[config.mk]
export PLATFORM = sky130hd
export DESIGN_NAME = dcm_ctrl
export DESIGN_NICKNAME = d
export VERILOG_FILES = /design/src/rtl/dcm_band_search.v /design/src/rtl/dcm_ctrl.v
export VERILOG_INCLUDE_DIRS = /design/src /design/src/rtl
export SDC_FILE = /design/constraint.sdc
export NUM_CORES = 1
export LEC_CHECK = 0
export BUFFER_PORTS_ARGS = -buffer_cell sky130_fd_sc_hd__buf_2
export CORE_UTILIZATION = 55
export DETAILED_ROUTE_END_ITERATION = 8
export MAX_ROUTING_LAYER = met4
export PLACE_DENSITY = 0.76
export SYNTH_ARGS = -nofsm -noshare
export SYNTH_HDL_FRONTEND = slang
export SYNTH_SLANG_ARGS = --single-unit
[constraint.sdc]
create_clock -name i_clk -period 3 [get_ports i_clk]
set_input_delay 0.3 -clock i_clk [delete_from_list [all_inputs] [get_ports i_clk]]
set_output_delay 0.3 -clock i_clk [all_outputs]
set_load 0.03 [all_outputs]
[src/rtl/dcm_regs.vh]
// Constants for the DAC clock multiplier control block.
// Assumes the includer uses a 10 MHz system clock and a serial register port.
// How it works
// RULE1: Enable bit high selects multiplier sample clock.
// RULE2: Enable bit low passes reference clock directly.
// RULE3: Oscillator runs at reference times both ratios.
// RULE4: Sample clock is reference times multiplier ratio.
// RULE5: Host keeps oscillator between one and two GHz.
// RULE6: Ratio fields sit at bits 14:13, 12:11.
// RULE7: Band field bits 7:2; code 63 searches.
// RULE8: Other band codes pick one fixed band.
// RULE9: Auto search finds band; readback returns it.
// RULE10: Lock drives status bit 3 and pin.
// RULE11: Host expects lock within five milliseconds.
// RULE12: Host programs recommended bias field values.
// RULE13: Host sets ratios and bias before auto.
// RULE14: Host keeps reference clock running throughout.
// RULE15: Host offsets readback band for temperature.
// RULE16: Host writes adjusted band back to fix.
// RULE17: Lock reads low when disabled, unlocked, searching.
// RULE18: Ratio code mapping is an implementation parameter.
`ifndef DCM_REGS_VH
`define DCM_REGS_VH

// ----------------------------------------------------------------------
// Register addresses
// ----------------------------------------------------------------------
`define DCM_ADDR_W          5
`define DCM_ADDR_CTRL       5'h04
`define DCM_ADDR_STATUS     5'h09

// ----------------------------------------------------------------------
// Control register fields and reset value
// ----------------------------------------------------------------------
`define DCM_CTRL_RESET      32'h00000000
`define DCM_BW_HI           20
`define DCM_BW_LO           16
`define DCM_EN_BIT          15
`define DCM_N1_HI           14
`define DCM_N1_LO           13
`define DCM_N2_HI           12
`define DCM_N2_LO           11
`define DCM_BIAS_HI         10
`define DCM_BIAS_LO         8
`define DCM_BAND_HI         7
`define DCM_BAND_LO         2
`define DCM_DRV_HI          1
`define DCM_DRV_LO          0
`define DCM_CTRL_MASK       32'h001FFFFF
`define DCM_BAND_AUTO       6'h3F
`define DCM_BAND_LAST       6'h3E
`define DCM_BAND_FIRST      6'h00

// ----------------------------------------------------------------------
// Status register fields
// ----------------------------------------------------------------------
`define DCM_LOCK_BIT        3

// ----------------------------------------------------------------------
// Serial frame layout
// ----------------------------------------------------------------------
`define DCM_INSTR_BITS      6'h08
`define DCM_FRAME_BITS      6'h28
`define DCM_READ_BIT        7

// ----------------------------------------------------------------------
// Timing
// ----------------------------------------------------------------------
`define DCM_CLK_NS          100
`define DCM_SETTLE_NS       20000

`endif

[src/rtl/dcm_band_search.v]
// Automatic oscillator band search engine.
// Assumes i_lock is already synchronised to i_clk.
`timescale 1ns/1ns
`default_nettype none
`include "dcm_regs.vh"

module dcm_band_search #(
  parameter [15:0] SETTLE_CYC = 16'h00C8
) (
  input  wire       i_clk,
  input  wire       i_reset_n,
  input  wire       i_ce,
  input  wire       i_start,
  input  wire       i_lock,
  output reg  [5:0] o_band,
  output reg        o_found
);

  localparam [1:0] ST_IDLE   = 2'b00;
  localparam [1:0] ST_SETTLE = 2'b01;
  localparam [1:0] ST_CHECK  = 2'b10;
  localparam [1:0] ST_DONE   = 2'b11;

  reg [1:0]  state_r;
  reg [15:0] wait_r;

  // Each band is applied, given time to settle, then tested for lock.
  // After the last band the sweep wraps, so a late reference still locks.
  always @(posedge i_clk) begin
    if (!i_reset_n) begin
      state_r <= ST_IDLE;
      wait_r  <= 16'h0000;
      o_band  <= `DCM_BAND_FIRST;
      o_found <= 1'b0;
    end else if (i_ce) begin
      if (!i_start) begin
        state_r <= ST_IDLE;
        o_found <= 1'b0;
      end else begin
        case (state_r)
          ST_IDLE: begin
            o_band  <= `DCM_BAND_FIRST;
            wait_r  <= SETTLE_CYC;
            state_r <= ST_SETTLE;
          end
          ST_SETTLE: begin
            if (wait_r == 16'h0001) begin
              state_r <= ST_CHECK;
            end else begin
              wait_r <= wait_r - 16'h0001;
            end
          end
          ST_CHECK: begin
            if (i_lock) begin
              o_found <= 1'b1; // [RULE9]
              state_r <= ST_DONE;
            end else begin
              if (o_band == `DCM_BAND_LAST) begin
                o_band <= `DCM_BAND_FIRST;
              end else begin
                o_band <= o_band + 6'h01; // [RULE8]
              end
              wait_r  <= SETTLE_CYC;
              state_r <= ST_SETTLE;
            end
          end
          ST_DONE: begin
            state_r <= ST_DONE;
          end
          default: begin
            state_r <= ST_IDLE;
          end
        endcase
      end
    end
  end

endmodule // dcm_band_search
`default_nettype wire

[src/rtl/dcm_ctrl.v]
// Control logic for the DAC clock multiplier: serial register port,
// control and status registers, band search and lock reporting.
// Assumes a slow serial clock (well under a quarter of i_clk) and an
// analog multiplier that reports lock asynchronously on i_pll_locked.
`timescale 1ns/1ns
`default_nettype none
`include "dcm_regs.vh"

module dcm_ctrl #(
  parameter [15:0] N1_MAP = 16'h8421,
  parameter [15:0] N2_MAP = 16'h8421
) (
  input  wire       i_clk,
  input  wire       i_reset_n,
  input  wire       i_ce,
  input  wire       i_sclk,
  input  wire       i_cs_n,
  input  wire       i_sdi,
  output wire       o_sdo,
  output reg        o_sdo_oe,
  input  wire       i_pll_locked,
  output reg        o_use_multiplier,
  output reg  [7:0] o_vco_mult,
  output reg  [3:0] o_dac_mult,
  output reg  [1:0] o_vco_divider_ratio,
  output reg  [1:0] o_reference_multiplier_ratio,
  output reg  [4:0] o_loop_bw,
  output reg  [2:0] o_bias,
  output reg  [1:0] o_vco_drive,
  output reg  [5:0] o_vco_band,
  output reg        o_pll_lock
);

  localparam [31:0] SETTLE_W =
    (`DCM_SETTLE_NS + `DCM_CLK_NS - 1) / `DCM_CLK_NS;
  localparam [15:0] SETTLE_CYC = SETTLE_W[15:0];

  // --------------------------------------------------------------------
  // Ratio decoding
  // --------------------------------------------------------------------
  // Picks the 4-bit ratio for a 2-bit code from a packed map.
  function [3:0] ratio_of;
    input [15:0] map;
    input [1:0]  code;
    begin
      ratio_of = map[code*4 +: 4]; // [RULE18]
    end
  endfunction

  // --------------------------------------------------------------------
  // Pin synchronisers
  // --------------------------------------------------------------------
  reg  [1:0] sclk_s_r;
  reg  [1:0] cs_s_r;
  reg  [1:0] sdi_s_r;
  reg        sclk_d_r;
  reg  [1:0] lock_s_r;

  // Every pin passes two flops first; the serial clock edge is found one
  // flop later, so a rising pin edge is acted on three cycles after it.
  always @(posedge i_clk) begin
    if (!i_reset_n) begin
      sclk_s_r <= 2'b00;
      cs_s_r   <= 2'b11;
      sdi_s_r  <= 2'b00;
      sclk_d_r <= 1'b0;
      lock_s_r <= 2'b00;
    end else if (i_ce) begin
      sclk_s_r <= {sclk_s_r[0], i_sclk};
      cs_s_r   <= {cs_s_r[0], i_cs_n};
      sdi_s_r  <= {sdi_s_r[0], i_sdi};
      sclk_d_r <= sclk_s_r[1];
      lock_s_r <= {lock_s_r[0], i_pll_locked};
    end
  end

  wire sclk_rise = sclk_s_r[1] & ~sclk_d_r;
  wire cs_active = ~cs_s_r[1];
  wire lock_sync = lock_s_r[1];

  // --------------------------------------------------------------------
  // Registers and serial frame
  // --------------------------------------------------------------------
  reg  [31:0] ctrl_r;
  reg  [5:0]  bitcnt_r;
  reg  [7:0]  instr_r;
  reg  [31:0] rx_r;
  reg  [31:0] tx_r;
  reg         auto_r;
  reg         lock_r;

  wire [5:0] srch_band;
  wire       srch_found;

  wire [5:0] band_field = ctrl_r[`DCM_BAND_HI:`DCM_BAND_LO];
  wire       enabled    = ctrl_r[`DCM_EN_BIT];
  wire [7:0] instr_nxt  = {instr_r[6:0], sdi_s_r[1]};
  wire [31:0] rx_nxt    = {rx_r[30:0], sdi_s_r[1]};

  // Readback of the band field shows the band the search settled on.
  wire [5:0] band_rd = (auto_r && srch_found) ? srch_band // [RULE9]
                                              : band_field;

  // Returns the read data for an address; unmapped reads give zero.
  // Status is read-only, so a write to it is dropped.
  function [31:0] read_data;
    input [`DCM_ADDR_W-1:0] addr;
    reg   [31:0]            d;
    begin
      d = 32'h00000000;
      if (addr == `DCM_ADDR_CTRL) begin
        d = ctrl_r;
        d[`DCM_BAND_HI:`DCM_BAND_LO] = band_rd;
      end else if (addr == `DCM_ADDR_STATUS) begin
        d[`DCM_LOCK_BIT] = lock_r; // [RULE10]
      end
      read_data = d;
    end
  endfunction

  assign o_sdo = tx_r[31];

  // The bit counter stops at the frame length, so trailing clocks are
  // ignored, and a frame cut short by chip select never reaches a commit.
  always @(posedge i_clk) begin
    if (!i_reset_n) begin
      ctrl_r   <= `DCM_CTRL_RESET;
      bitcnt_r <= 6'h00;
      instr_r  <= 8'h00;
      rx_r     <= 32'h00000000;
      tx_r     <= 32'h00000000;
      o_sdo_oe <= 1'b0;
      auto_r   <= 1'b0;
    end else if (i_ce) begin
      if (!cs_active) begin
        bitcnt_r <= 6'h00;
        o_sdo_oe <= 1'b0;
      end else if (sclk_rise && bitcnt_r != `DCM_FRAME_BITS) begin
        bitcnt_r <= bitcnt_r + 6'h01;
        if (bitcnt_r < `DCM_INSTR_BITS) begin
          instr_r <= instr_nxt;
          if (bitcnt_r == `DCM_INSTR_BITS - 6'h01 &&
              instr_nxt[`DCM_READ_BIT]) begin
            tx_r     <= read_data(instr_nxt[`DCM_ADDR_W-1:0]);
            o_sdo_oe <= 1'b1;
          end
        end else begin
          rx_r <= rx_nxt;
          tx_r <= {tx_r[30:0], 1'b0};
          if (bitcnt_r == `DCM_FRAME_BITS - 6'h01) begin
            o_sdo_oe <= 1'b0;
            if (!instr_r[`DCM_READ_BIT] &&
                instr_r[`DCM_ADDR_W-1:0] == `DCM_ADDR_CTRL) begin
              // Writing 63 starts a search with the fields as they stand;
              // any other band code fixes that band.
              ctrl_r <= rx_nxt & `DCM_CTRL_MASK; // [RULE6] [RULE7] [RULE16]
              auto_r <= (rx_nxt[`DCM_BAND_HI:`DCM_BAND_LO] ==
                         `DCM_BAND_AUTO); // [RULE13]
            end
          end
        end
      end
    end
  end

  // --------------------------------------------------------------------
  // Band search
  // --------------------------------------------------------------------
  // The search runs only while enabled and in automatic mode.
  dcm_band_search #(
    .SETTLE_CYC (SETTLE_CYC)
  ) u_search (
    .i_clk     (i_clk),
    .i_reset_n (i_reset_n),
    .i_ce      (i_ce),
    .i_start   (auto_r & enabled),
    .i_lock    (lock_sync),
    .o_band    (srch_band),
    .o_found   (srch_found)
  );

  // --------------------------------------------------------------------
  // Outputs to the analog multiplier and lock reporting
  // --------------------------------------------------------------------
  // Every output is registered, so each follows its source one clock
  // later; pin and status bit share one expression and never disagree.
  always @(posedge i_clk) begin
    if (!i_reset_n) begin
      lock_r                       <= 1'b0;
      o_pll_lock                   <= 1'b0;
      o_use_multiplier             <= 1'b0;
      o_vco_mult                   <= 8'h00;
      o_dac_mult                   <= 4'h0;
      o_vco_divider_ratio          <= 2'b00;
      o_reference_multiplier_ratio <= 2'b00;
      o_loop_bw                    <= 5'h00;
      o_bias                       <= 3'h0;
      o_vco_drive                  <= 2'b00;
      o_vco_band                   <= 6'h00;
    end else if (i_ce) begin
      // Low while disabled, searching or out of lock.
      lock_r     <= enabled & lock_sync & (~auto_r | srch_found); // [RULE17]
      o_pll_lock <= enabled & lock_sync & (~auto_r | srch_found); // [RULE10]
      // Low bypasses the multiplier: reference clock is the sample clock.
      o_use_multiplier <= enabled; // [RULE1] [RULE2]
      o_vco_mult <= ratio_of(N1_MAP, ctrl_r[`DCM_N1_HI:`DCM_N1_LO]) *
                    ratio_of(N2_MAP, ctrl_r[`DCM_N2_HI:`DCM_N2_LO]); // [RULE3]
      o_dac_mult <= enabled ?
                    ratio_of(N2_MAP, ctrl_r[`DCM_N2_HI:`DCM_N2_LO]) :
                    4'h1; // [RULE4]
      o_vco_divider_ratio          <= ctrl_r[`DCM_N1_HI:`DCM_N1_LO];
      o_reference_multiplier_ratio <= ctrl_r[`DCM_N2_HI:`DCM_N2_LO];
      o_loop_bw   <= ctrl_r[`DCM_BW_HI:`DCM_BW_LO];
      o_bias      <= ctrl_r[`DCM_BIAS_HI:`DCM_BIAS_LO];
      o_vco_drive <= ctrl_r[`DCM_DRV_HI:`DCM_DRV_LO];
      o_vco_band  <= auto_r ? srch_band : band_field; // [RULE8]
    end
  end

endmodule // dcm_ctrl
`default_nettype wire

==> results.sh <==
export IMPL_fp_row_count=40
export IMPL_routed_wl_um=15300
export IMPL_syn_inst=829
export IMPL_synth_area_per_cell_um2=8.39
export IMPL_synth_edff_count=0
export IMPL_tns_ps=0
export IMPL_vdd_ir_drop_max_uv=651
export IMPL_slowest_delay_ps=500
export IMPL_htreeDepth=4
export IMPL_p_int_mw=3.50
export IMPL_grt_usage_pct=25.6
export IMPL_grt_first_pass_wirelength_um=25500
export IMPL_initial_core_util_pct=57.2
export IMPL_path_delay_family="adder cells"
export IMPL_worstSetupStartpointType="flop"
export IMPL_critPathBufInv=2
export IMPL_status="completed"
export IMPL_async_reset_ff_share_pct=0
export IMPL_post_cts_setup_buffer_count=0
export IMPL_cp_cell_sequence="buf_4 > nand3b_1 > fa_1 > inv_1 > fa_2 > fa_2 > a21o_1 > a21oi_1 > xnor2_1 > mux2i_1 > nor2_1"
export IMPL_synth_ff_type="dfxtp_1"
export IMPL_p_leak_nw=3.01
export IMPL_ant_nets=0
export IMPL_place_congestion=0.885
export IMPL_pwr_share_comb_pct=2.5
export IMPL_antenna_found_initial=1
export IMPL_drive_gt1_share_pct=13.1
export IMPL_rsz0062_at_grt="no"
export IMPL_viasPerCell=5.68
export IMPL_slew_viol_final=0
export IMPL_period_minus_slack_ps=2840
export IMPL_overflow=0
export IMPL_critical_path_class="flop to flop"
export IMPL_p_clk_share_pct=50.7
export IMPL_slowest_stage="fa_1"
export IMPL_num_io_pins=43
export IMPL_syn2layout_area_growth_pct=14.5
export IMPL_power_mw=4.50
export IMPL_skew_ps=6.43
export IMPL_cp_arrival_ps=3140
export IMPL_ys_ff_latch=157
export IMPL_first_global_vias=5515
export IMPL_clkSinkCount=157
export IMPL_fp_dieH_um=114
export IMPL_cts_root_buf="clkbuf_16"
export IMPL_routedWlPerCell_um=14.8
export IMPL_required_ps=3300
export IMPL_dr_first_iter_drc_count=451
export IMPL_grt_max_degree=128
export IMPL_drt_pass1_iter_count=5
export IMPL_dieArea_um2=13100
export IMPL_portBuffers=42
export IMPL_clk_pin_slew_ps=60
export IMPL_ys_warn_count=0
export IMPL_cap_violations=0
export IMPL_tightest_slew_ps=860
export IMPL_min_path_type="primary input to flop"
export IMPL_finalCritPeriodShare_pct=94.5
export IMPL_dp_final_hpwl_um=10100
export IMPL_clockBufferDepth=2
export IMPL_setup_viol=0
export IMPL_final_hold_viol_count=0
export IMPL_power_switching_mw=0.994
export IMPL_cpMostUsedCell="fa_2"
export IMPL_syn_area_um2=6950
export IMPL_powerDensity_nw_per_um2=565
export IMPL_fmax_mhz=353
export IMPL_diodes=0
export IMPL_maxSlewHeadroom_pct=42.7
export IMPL_sequentialPowerShare_pct=46.8
export IMPL_drc=0
export IMPL_fp_dieW_um=114
export IMPL_numCtsBuffers=17
export IMPL_synth_nets=858
export IMPL_crit_fanout=8
export IMPL_vias=5868
export IMPL_tritoncts="built"
export IMPL_clk_insertion_delay_late_ps=430
export IMPL_core_area_um2=12200
export IMPL_p_sw_share_pct=22.1
export IMPL_layout_nets=881
export IMPL_end_kind="flop"
export IMPL_ys_types=57
export IMPL_ys_seq_area_share_pct=45.2
layout by cell type, fill, tap and decap left out, types with 6 or more instances in the layout:
master     count
a211oi_1      15
ha_1          18
clkbuf_16     17
xnor2_1        6
nand3_1       35
dfxtp_1      156
a21oi_1       78
o21ai_0       14
a311oi_1      15
buf_4         19
buf_2         42
a22oi_1       11
inv_1         11
nand4_1        9
nor3_1        24
nor2_1        98
nand2_1      144
mux2i_1       39
xor2_1        10
metal layers:
metal / GRT usage [%] / wire length (um)
met3: 6.62 / 679
met1: 30.5 / 6840
met5: - / 0
met4: 8.74 / 184
met2: 42.0 / 7620
stage by stage:
step / instance area, um2 / hold slack, ps / util (%) / instances / setup slack [ps]
3_3_place_gp: 7310 / 439 / 60.1 / 1001 / 94.7
4_1_cts: 7940 / 76.0 / 65.3 / 1033 / 3.46
5_1_grt: 7960 / 92.8 / 65.5 / 1033 / 17.8
6_report: 7960 / 84.8 / 65.5 / 1033 / 164
2_1_floorplan: 6970 / 428 / - / 829 / 19.9
3_5_place_dp: 7310 / 449 / 60.1 / 1001 / 30.6
synthesized netlist by cell type (all sizes together), types with 5 or more instances:
master   count  area (um2)
o211ai       5        37.5
inv         12        45.0
o21ai       14        70.1
nor2        98         368
a211oi      15         113
o2111ai      5        43.8
a22oi       11        82.6
xor2        10        87.6
dfxtp      157        3140
and3         5        31.3
xnor2        6        52.6
a311oi      15         131
nand2      144         541
mux2i       39         390
a21oi       79         395
nand3       35         175
or3          6        43.8
buf         17        80.1
and2         5        31.3
clkbuf      41         154
nor4         5        37.5
nand4        9        56.3
nor3b        5        37.5
nor3        26         135
ha          18         225
registers in the layout (all words and copies together), names as in the netlist, 3 cells and up:
signal / cells
bitcnt_r: 6
ctrl_r: 21
instr_r: 8
o_bias: 3
o_dac_mult: 4
o_loop_bw: 5
o_vco_band: 6
o_vco_mult: 8
rx_r: 20
tx_r: 32
u_search.o_band: 6
u_search.wait_r: 16
worst reg2reg max path: cells and delay by family (launching register included):
kind / cells / cell delay (ps)
flops: 1 / 320
simple gates: 2 / 230
xor+xnor: 1 / 80
buf+inv: 2 / 220
mux: 1 / 130
fa+ha+maj: 3 / 1370
compound gates: 2 / 360
area by class of cell:
| class | instances | area (um2) |
|---|---|---|
| tap | 168 | 210 |
| clock buffer | 19 | 453 |
| sequential | 157 | 3140 |
| timing repair buffer | 62 | 373 |
| clock inverter | 13 | 178 |
| fill | 1005 | 4200 |
| multi-input combinational | 602 | 3560 |
| inverter | 12 | 46.3 |
cell families (layout without fill, tap and decap cells):
group | after synthesis | after routing | synth area share, %
fa+ha+maj | 22 | 22 | 4.39
xor+xnor | 16 | 16 | 2.02
compound gates | 161 | 161 | 14.8
buf+inv | 70 | 106 | 4.01
simple gates | 363 | 363 | 23.8
mux | 40 | 40 | 5.78
flops | 157 | 157 | 45.2
repair_timing:
item / 4_1_cts / 5_1_grt
gates resized for setup: 0 / 7
endpoints found under the setup margin: 0 / 3
hold buffers: 0 / 0
worst paths after layout:
path,slack [ps],depth (start not counted),from,endpoint
worst max register to register,160,11,ctrl_r[12],o_vco_mult[6]
worst max-delay path,160,11,ctrl_r[12],o_vco_mult[6]
worst min register to register,460,2,rx_r[19],ctrl_r[20]
worst min-delay path,80,3,i_cs_n,cs_s_r[0]
power groups by stage:
stage | combinational (mW) | clock (mW) | sequential (mW)
5_1_grt | 0.123 | 2.41 | 2.11
3_5_place_dp | 0.113 | 0 | 2.15
4_1_cts | 0.113 | 2.31 | 2.10
6_report | 0.112 | 2.28 | 2.10
3_3_place_gp | 0.111 | 0 | 2.15
2_1_floorplan | 0.0703 | 0 | 2.16
Note: power is estimated with default switching activity, not from simulation.
